$ cat src/cpsr_regs.vh
// Constants for the status, program counter low and table pointer block
`ifndef CPSR_REGS_VH
`define CPSR_REGS_VH
`define CPSR_ADDR_W 8
`define CPSR_PC_W 11
`define CPSR_ADDR_PCL 8'h06
`define CPSR_ADDR_TBLO 8'h07
`define CPSR_ADDR_TBHI 8'h08
`define CPSR_ADDR_TBHL 8'h09
`define CPSR_ADDR_FLAGS 8'h0a
`define CPSR_BIT_CARRY 0
`define CPSR_BIT_HALF 1
`define CPSR_BIT_NULL 2
`define CPSR_BIT_SWRAP 3
`define CPSR_BIT_HALT 4
`define CPSR_BIT_WDOG 5
`define CPSR_ARITH_MASK 8'h0f
`define CPSR_FLAGS_RST 6'h00
`define CPSR_PC_RST 11'h000
`define CPSR_OP_NONE 3'h0
`define CPSR_OP_ADD 3'h1
`define CPSR_OP_SUB 3'h2
`define CPSR_OP_LOGIC 3'h3
`define CPSR_OP_RLC 3'h4
`define CPSR_OP_RRC 3'h5
`endif

$ cat src/cpsr_alu_flags.v
// Flag generator for arithmetic, logic and rotate-through-carry results
`timescale 1ns/10ps
`include "cpsr_regs.vh"
module cpsr_alu_flags
(
   input wire [2:0] op_i,
   input wire [7:0] a_i,
   input wire [7:0] b_i,
   input wire carry_i,
   output reg [7:0] result_o,
   output reg carry_o,
   output reg half_o,
   output reg null_o,
   output reg swrap_o,
   output reg arith_o
);
   reg [8:0] sum;
   reg [4:0] nib;
   reg [7:0] bx;
   reg cin7;
   always @*
   begin
      bx = (op_i == `CPSR_OP_SUB) ? ~b_i : b_i;
      // Subtract as a + ~b + 1 so carry out means no borrow
      sum = {1'b0, a_i} + {1'b0, bx} + {8'h00, (op_i == `CPSR_OP_SUB)};
      nib = {1'b0, a_i[3:0]} + {1'b0, bx[3:0]}
         + {4'h0, (op_i == `CPSR_OP_SUB)};
      cin7 = sum[7] ^ a_i[7] ^ bx[7];
      result_o = a_i;
      carry_o = carry_i;
      half_o = nib[4];
      swrap_o = cin7 ^ sum[8];
      arith_o = 1'b0;
      case (op_i)
         `CPSR_OP_ADD, `CPSR_OP_SUB:
         begin
            result_o = sum[7:0];
            carry_o = sum[8];
            arith_o = 1'b1;
         end
         `CPSR_OP_LOGIC:
            result_o = a_i;
         `CPSR_OP_RLC:
         begin
            result_o = {a_i[6:0], carry_i};
            carry_o = a_i[7];
         end
         `CPSR_OP_RRC:
         begin
            result_o = {carry_i, a_i[7:1]};
            carry_o = a_i[0];
         end
         default:
            result_o = a_i;
      endcase
      null_o = (result_o == 8'h00);
   end
endmodule // cpsr_alu_flags

$ cat src/cpsr_core.v
// Status flags, program counter low byte and table pointer registers
// Functional notes
// - A write to the PC low byte jumps within the current page.
// - Such a jump inserts one dummy cycle before the target runs.
// - A table read puts the high byte in the latch, low byte to memory.
// - Data writes to the status register never touch the system flags.
// - Carry is add carry or subtract no-borrow, and rotates through.
// - Half flag is low nibble carry or no-borrow.
// - Null flag is set when the result is zero.
// - Signed wrap flag is carry into MSB xor carry out of MSB.
// - Halt flag clears at power-up and watchdog clear, sets on halt.
// - Watchdog flag clears at power-up, watchdog clear and halt.
// - Calls push only the return address, not flags.
// - Status bits 7 and 6 read zero and ignore writes.
// - The four arithmetic flags are writable like ordinary bits.
`timescale 1ns/10ps
`include "cpsr_regs.vh"
module cpsr_core
#(
   parameter PC_W = `CPSR_PC_W
)
(
   input wire sys_clk_i,
   input wire rst_b_i,
   input wire step_i,
   input wire call_i,
   input wire [PC_W-1:0] call_target_i,
   input wire [2:0] alu_op_i,
   input wire [7:0] alu_a_i,
   input wire [7:0] alu_b_i,
   input wire wr_i,
   input wire [7:0] wr_addr_i,
   input wire [7:0] wr_data_i,
   input wire [7:0] rd_addr_i,
   input wire table_read_i,
   input wire [15:0] rom_word_i,
   input wire halt_i,
   input wire wdt_clear_i,
   input wire wdt_timeout_i,
   output reg [PC_W-1:0] pc_o,
   output reg [PC_W-1:0] push_addr_o,
   output reg push_o,
   output reg dummy_o,
   output reg [15:0] rom_addr_o,
   output reg [7:0] table_low_o,
   output reg table_low_valid_o,
   output reg [7:0] alu_result_o,
   output reg [7:0] rd_data_o,
   output reg [7:0] flags_o
);
   reg [PC_W-1:0] pc;
   reg dummy;
   reg [7:0] tbl_lo;
   reg [7:0] tbl_hi;
   reg [7:0] tbl_latch;
   reg [5:0] flags;
   reg [5:0] next_flags;
   reg [7:0] rd_mux;
   wire [7:0] res;
   wire c_o;
   wire h_o;
   wire n_o;
   wire v_o;
   wire arith;
   wire pc_wr;
   wire st_wr;
   wire [PC_W-1:0] page_jump;
   reg [PC_W-1:0] next_pc;
   reg next_dummy;
   wire [PC_W-1:0] pc_inc;
   wire tbl_lo_wr;
   wire tbl_hi_wr;
   wire tbl_rd;

   cpsr_alu_flags u_alu
   (
      .op_i(alu_op_i),
      .a_i(alu_a_i),
      .b_i(alu_b_i),
      .carry_i(flags[`CPSR_BIT_CARRY]),
      .result_o(res),
      .carry_o(c_o),
      .half_o(h_o),
      .null_o(n_o),
      .swrap_o(v_o),
      .arith_o(arith)
   );

   assign pc_wr = step_i & ~dummy & wr_i & (wr_addr_i == `CPSR_ADDR_PCL);
   assign st_wr = step_i & ~dummy & wr_i & (wr_addr_i == `CPSR_ADDR_FLAGS);
   assign page_jump = {pc[PC_W-1:8], wr_data_i};
   assign pc_inc = pc + {{(PC_W-1){1'b0}}, 1'b1};
   // A step spent on the dummy slot must not touch the pointers
   assign tbl_lo_wr = step_i & ~dummy & wr_i & (wr_addr_i == `CPSR_ADDR_TBLO);
   assign tbl_hi_wr = step_i & ~dummy & wr_i & (wr_addr_i == `CPSR_ADDR_TBHI);
   assign tbl_rd = step_i & ~dummy & table_read_i;

   always @*
   begin
      next_pc = pc;
      next_dummy = dummy;
      if (step_i)
      begin
         // A step landing in the dummy slot is spent doing nothing
         if (dummy)
            next_dummy = 1'b0;
         else if (pc_wr)
         begin
            next_pc = page_jump;
            next_dummy = 1'b1;
         end
         else if (call_i)
            next_pc = call_target_i;
         else if (!halt_i)
            next_pc = pc_inc;
      end
   end

   always @*
   begin
      next_flags = flags;
      if (step_i && !dummy && alu_op_i != `CPSR_OP_NONE)
      begin
         next_flags[`CPSR_BIT_CARRY] = c_o;
         next_flags[`CPSR_BIT_NULL] = n_o;
         if (arith)
         begin
            next_flags[`CPSR_BIT_HALF] = h_o;
            next_flags[`CPSR_BIT_SWRAP] = v_o;
         end
      end
      // Direct write wins over flag update of the same step
      if (st_wr)
         next_flags[3:0] = wr_data_i[3:0];
      if (step_i && !dummy && wdt_clear_i)
      begin
         next_flags[`CPSR_BIT_HALT] = 1'b0;
         next_flags[`CPSR_BIT_WDOG] = 1'b0;
      end
      if (step_i && !dummy && halt_i)
      begin
         next_flags[`CPSR_BIT_HALT] = 1'b1;
         next_flags[`CPSR_BIT_WDOG] = 1'b0;
      end
      // Time-out is an event; it wins over any clear in the same cycle
      if (wdt_timeout_i)
         next_flags[`CPSR_BIT_WDOG] = 1'b1;
   end

   always @*
   begin
      case (rd_addr_i)
         `CPSR_ADDR_PCL: rd_mux = pc[7:0];
         `CPSR_ADDR_TBLO: rd_mux = tbl_lo;
         `CPSR_ADDR_TBHI: rd_mux = tbl_hi;
         `CPSR_ADDR_TBHL: rd_mux = tbl_latch;
         `CPSR_ADDR_FLAGS: rd_mux = {2'b00, flags};
         default: rd_mux = 8'h00;
      endcase
   end

   always @(posedge sys_clk_i or negedge rst_b_i)
   begin
      if (!rst_b_i)
      begin
         pc <= `CPSR_PC_RST;
         dummy <= 1'b0;
         flags <= `CPSR_FLAGS_RST;
         pc_o <= `CPSR_PC_RST;
         push_addr_o <= `CPSR_PC_RST;
         push_o <= 1'b0;
         dummy_o <= 1'b0;
         alu_result_o <= 8'h00;
         rd_data_o <= 8'h00;
         flags_o <= 8'h00;
      end
      else
      begin
         pc <= next_pc;
         dummy <= next_dummy;
         flags <= next_flags;
         push_o <= 1'b0;
         if (step_i && !dummy && !pc_wr && call_i)
         begin
            // Only the return address is pushed, flags stay put
            push_addr_o <= pc_inc;
            push_o <= 1'b1;
         end
         pc_o <= pc;
         dummy_o <= dummy;
         alu_result_o <= res;
         rd_data_o <= rd_mux;
         flags_o <= {2'b00, next_flags};
      end
   end

   // Table pointers step through plain writes, like any data register
   always @(posedge sys_clk_i or negedge rst_b_i)
   begin
      if (!rst_b_i)
      begin
         tbl_lo <= 8'h00;
         tbl_hi <= 8'h00;
         tbl_latch <= 8'h00;
         table_low_o <= 8'h00;
         table_low_valid_o <= 1'b0;
         rom_addr_o <= 16'h0000;
      end
      else
      begin
         table_low_valid_o <= tbl_rd;
         if (tbl_lo_wr)
            tbl_lo <= wr_data_i;
         if (tbl_hi_wr)
            tbl_hi <= wr_data_i;
         if (tbl_rd)
         begin
            tbl_latch <= rom_word_i[15:8];
            table_low_o <= rom_word_i[7:0];
         end
         rom_addr_o <= {tbl_hi, tbl_lo};
      end
   end
endmodule // cpsr_core

$ cat config.mk
export PLATFORM = sky130hd
export DESIGN_NAME = cpsr_core
export DESIGN_NICKNAME = d
export VERILOG_FILES = /design/src/cpsr_alu_flags.v /design/src/cpsr_core.v
export VERILOG_INCLUDE_DIRS = /design/src
export SDC_FILE = /design/constraint.sdc
export NUM_CORES = 1
export LEC_CHECK = 0
export BUFFER_PORTS_ARGS = -buffer_cell sky130_fd_sc_hd__clkbuf_2
export CAP_MARGIN = 20
export CORE_UTILIZATION = 48
export CTS_BUF_LIST = sky130_fd_sc_hd__clkbuf_4 sky130_fd_sc_hd__clkbuf_8
export CTS_CLUSTER_DIAMETER = 40
export DETAILED_ROUTE_END_ITERATION = 8
export PLACE_DENSITY = 0.81
export SLEW_MARGIN = 40
export SYNTH_ARGS = -nofsm -noshare
export SYNTH_HDL_FRONTEND = slang
export SYNTH_SLANG_ARGS = --single-unit
$ cat constraint.sdc
create_clock -name sys_clk_i -period 2.1 [get_ports sys_clk_i]
set_clock_uncertainty 0.2 [all_clocks]
set_input_delay 0.21 -clock sys_clk_i [delete_from_list [all_inputs] [get_ports sys_clk_i]]
set_output_delay 0.21 -clock sys_clk_i [all_outputs]
set_load 0.01 [all_outputs]
==> flow_summary.toml <==
[floorplanning]
num_rows = 37
chipWidth_um = 105
initial_core_util_pct = 49.2
core_area_um2 = 10300
die_area_um2 = 11000
io_pins = 152
dieHeight_um = 105

[clock_network]
cts_buffers = 9
htree_levels = 3
clkSinkCount = 107
cts_tree = "built"
clkSlewWorstSetupHoldPaths_ns = 0.09
cts-root-buf = "clkbuf_8"
clk-insertion-delay-late_ns = 0.38
clockBufferDepth = 2

[detailed_routing]
drtIter0Drc = 278
num_vias = 4703
ant_nets = 0
drc = 0
routed_wirelength_mm = 14.7
wl_per_cell_um = 17.1
dr.pass1.iters = 5
vias_per_cell = 5.47

[critical_path]
regToRegEndpoint = "flags_o[2]$_DFFE_PN0P_"
critPathMaxStageDelay_ns = 0.52
cp_data_arrival_time_ns = 3.09
crit_path_cell_trace = "clkbuf_2 > or3b_4 > xnor2_4 > fa_1 > mux4_2 > nand2_1 > o21ai_1 > or4_1 > or4b_4 > o31ai_2"
reg2regPathDepth = 6
crit_start = "alu_op_i[0]"
critPathCaptureType = "register"
crit_fanout = 3
cpMaxStageDelayCell = "or4b_4"
cpLargestDelayFamily = "simple AND/OR/NAND/NOR gates"
worst_ep_required_time_ns = 2.19
crit_buf_inv = 1
ff2ff_setup_slack_ns = -0.21
critPathKind = "in -> reg"
r2r_start = "dummy$_DFFE_PN0P_"
critPathLaunchType = "input port"

[synth]
synth_top_area_share_pct = 52.9
synth.most_common_cell = "dfrtp_1"
netlist_area_um2 = 5060
syn-instance-count = 463
yosys-top-cells-count = "107 x dfrtp_1, 59 x nand2_1, 36 x mux2_1"
yosysTopAreaCell = "dfrtp_1"
ys_top_cells_by_area = "dfrtp_1 53%, mux2_1 8.0%, nand2_1 4.4%, xnor2_1 2.9%, ha_1 2.2%"
synth.avg_cell_area_um2 = 10.9
ys_seq_elements = 107
yosysWarnings = 0
yosysSeqAreaShare_pct = 52.9
yosysUniqueCellTypes = 60
synth_edf_count = 0
async_reset_ff_share_pct = 100
ys.flop_type = "dfrtp_1"

[timing]
max_clock_freq_mhz = 332
setup_violations = 8
post-route-worst-setup-slack_ns = -0.909
finalSetupTns_ns = -3.15
worst_pin_slew_ns = 0.588
hold_viol_final = 0
finalMaxSlewViolations = 0
grt_setup_unrepaired = "true"
fin_crit_sh_pct = 143
hold_slack_ns = 0.0333
fin_crit_ns = 3.01
slew_headroom_pct = 60.5

[final_layout]
layout.nets = 808
fin_area_um2 = 7210
areaGrowthSynthToFinish_pct = 42.5
insertedDiodeCount = 0
final_util_pct = 70.1
drive_gt1_share_pct = 38.9
final_cells = 859

[power_and_ir_drop]
finalPower_mw = 5.16
p_leak_nw = 3.62
p_per_area_nw_per_um2 = 716
ir_drop_mv = 0.408

[placement]
gp_congestion = 0.829
hpwl_mm = 10.6
dp_cells = 806
dpl_cell_area_um2 = 6510
io_buffers = 149
pre_cts_slack_ns = -1.34

[global_route]
track_usage_pct = 27.2
grt_max_degree = 45
overflow = 0
antenna_found_initial = 0
grt_pass1_vias = 4722
grt_first_pass_wirelength_mm = 23.1

[hold_path]
hp-class = "in -> reg"
hp-start = "alu_a_i[2]"
hold_depth = 4
whs_endpoint = "alu_result_o[2]$_DFF_PN0_"

[run_status]
violations = "negative setup slack"
status = "finished, violations left"

[job]
maxCapViolCount = 0
routing by layer:
metal	share of wire, %	global-route usage [%]	vias up
li1	-	-	2178
met1	40	33.3	2293
met2	52	48.2	198
met3	5.0	2.93	34
met4	2.9	12.5	0
met5	0	0	-
placed cells by master, fill, tap and decap left out, types with 3 or more instances in the layout:
| cell | netlist | routed |
|---|---|---|
| xnor2_1 | 17 | 14 |
| a21oi_1 | 20 | 19 |
| buf_4 | 4 | 80 |
| a22o_1 | 3 | 3 |
| a21o_1 | 4 | 3 |
| a211oi_1 | 6 | 3 |
| a22oi_1 | 13 | 13 |
| ha_1 | 9 | 8 |
| o211ai_1 | 6 | 6 |
| xor2_1 | 6 | 5 |
| o31ai_1 | 4 | 4 |
| nand2_1 | 59 | 57 |
| nand3_1 | 12 | 12 |
| clkbuf_2 | 0 | 148 |
| o22ai_1 | 3 | 3 |
| mux2i_1 | 5 | 5 |
| a211oi_2 | 0 | 3 |
| nor2_1 | 26 | 26 |
| nor3_1 | 4 | 4 |
| o21ai_1 | 21 | 21 |
| a222oi_1 | 4 | 4 |
| clkbuf_8 | 0 | 9 |
| dlygate4sd3_1 | 0 | 33 |
| o21ai_0 | 19 | 17 |
| mux2_1 | 36 | 36 |
| dfrtp_1 | 107 | 107 |
| inv_2 | 5 | 5 |
| inv_1 | 7 | 7 |
cell type report:
class / count / area, µm²
well taps: 136 / 170
repair buffers: 264 / 1710
flip-flops and latches: 107 / 2680
clock buffers: 10 / 131
fillers: 723 / 3070
clock inverters: 5 / 85.1
inverters: 12 / 45.0
multi-input cells: 325 / 2390
tightest hold or removal path, cell delays in order:
cell      delay, ns
clkbuf_2       0.10
buf_4          0.12
nand3_2        0.06
o221ai_2       0.07
registers in the layout, indices dropped and copies added, names as in the netlist:
register and count:
table_low_valid_o 1, tbl_latch 8, dummy_o 1, dummy 1, push_o 1, alu_result_o 8, table_low_o 8, rd_data_o 8
push_addr_o 11, pc_o 11, tbl_hi 8, rom_addr_o 16, tbl_lo 8, pc 11, flags_o 6
cell families (layout without fill, tap and decap cells):
logic type / Yosys count / after routing / synth area share, %
and+or+nand+nor: 128 / 128 / 12.0
AOI/OAI and AO/OA: 117 / 117 / 15.1
DFF: 107 / 107 / 52.9
muxes: 44 / 44 / 9.89
buffers and inverters: 32 / 291 / 2.99
xor gates and xnor gates: 24 / 24 / 4.43
adders and majority gates: 10 / 10 / 2.62
other: 1 / 2 / 0.0741
timing repair:
item | 4_1_cts | 5_1_grt
hold buffers | 33 | 0
setup buffers | 3 | 2
pin swaps | 9 | 6
endpoints found under the setup margin | 16 | 22
cloned | 0 | 0
endpoints found under the hold margin | 85 | 0
resized for setup | 10 | 13
power breakdown:
part	internal (mW)	leakage [nW]	switching (mW)	total [mW]
Sequential	2.29	1.36	0.173	2.46
Clock	0.687	0.107	0.697	1.38
Combinational	0.644	2.15	0.669	1.31
how the worst max path moves through the flow:
stage,end,slack [ns],depth (start not counted)
finish,flags_o[2]$_DFFE_PN0P_,-0.91,10
CTS,flags_o[2]$_DFFE_PN0P_,-0.93,10
detailed placement,flags_o[2]$_DFFE_PN0P_,-1.34,10
global route,flags_o[2]$_DFFE_PN0P_,-0.98,10
floorplan,flags_o[2]$_DFFE_PN0P_,-1.28,10
global placement,flags_o[2]$_DFFE_PN0P_,-1.29,10
Note: power is estimated with default switching activity, not from simulation.
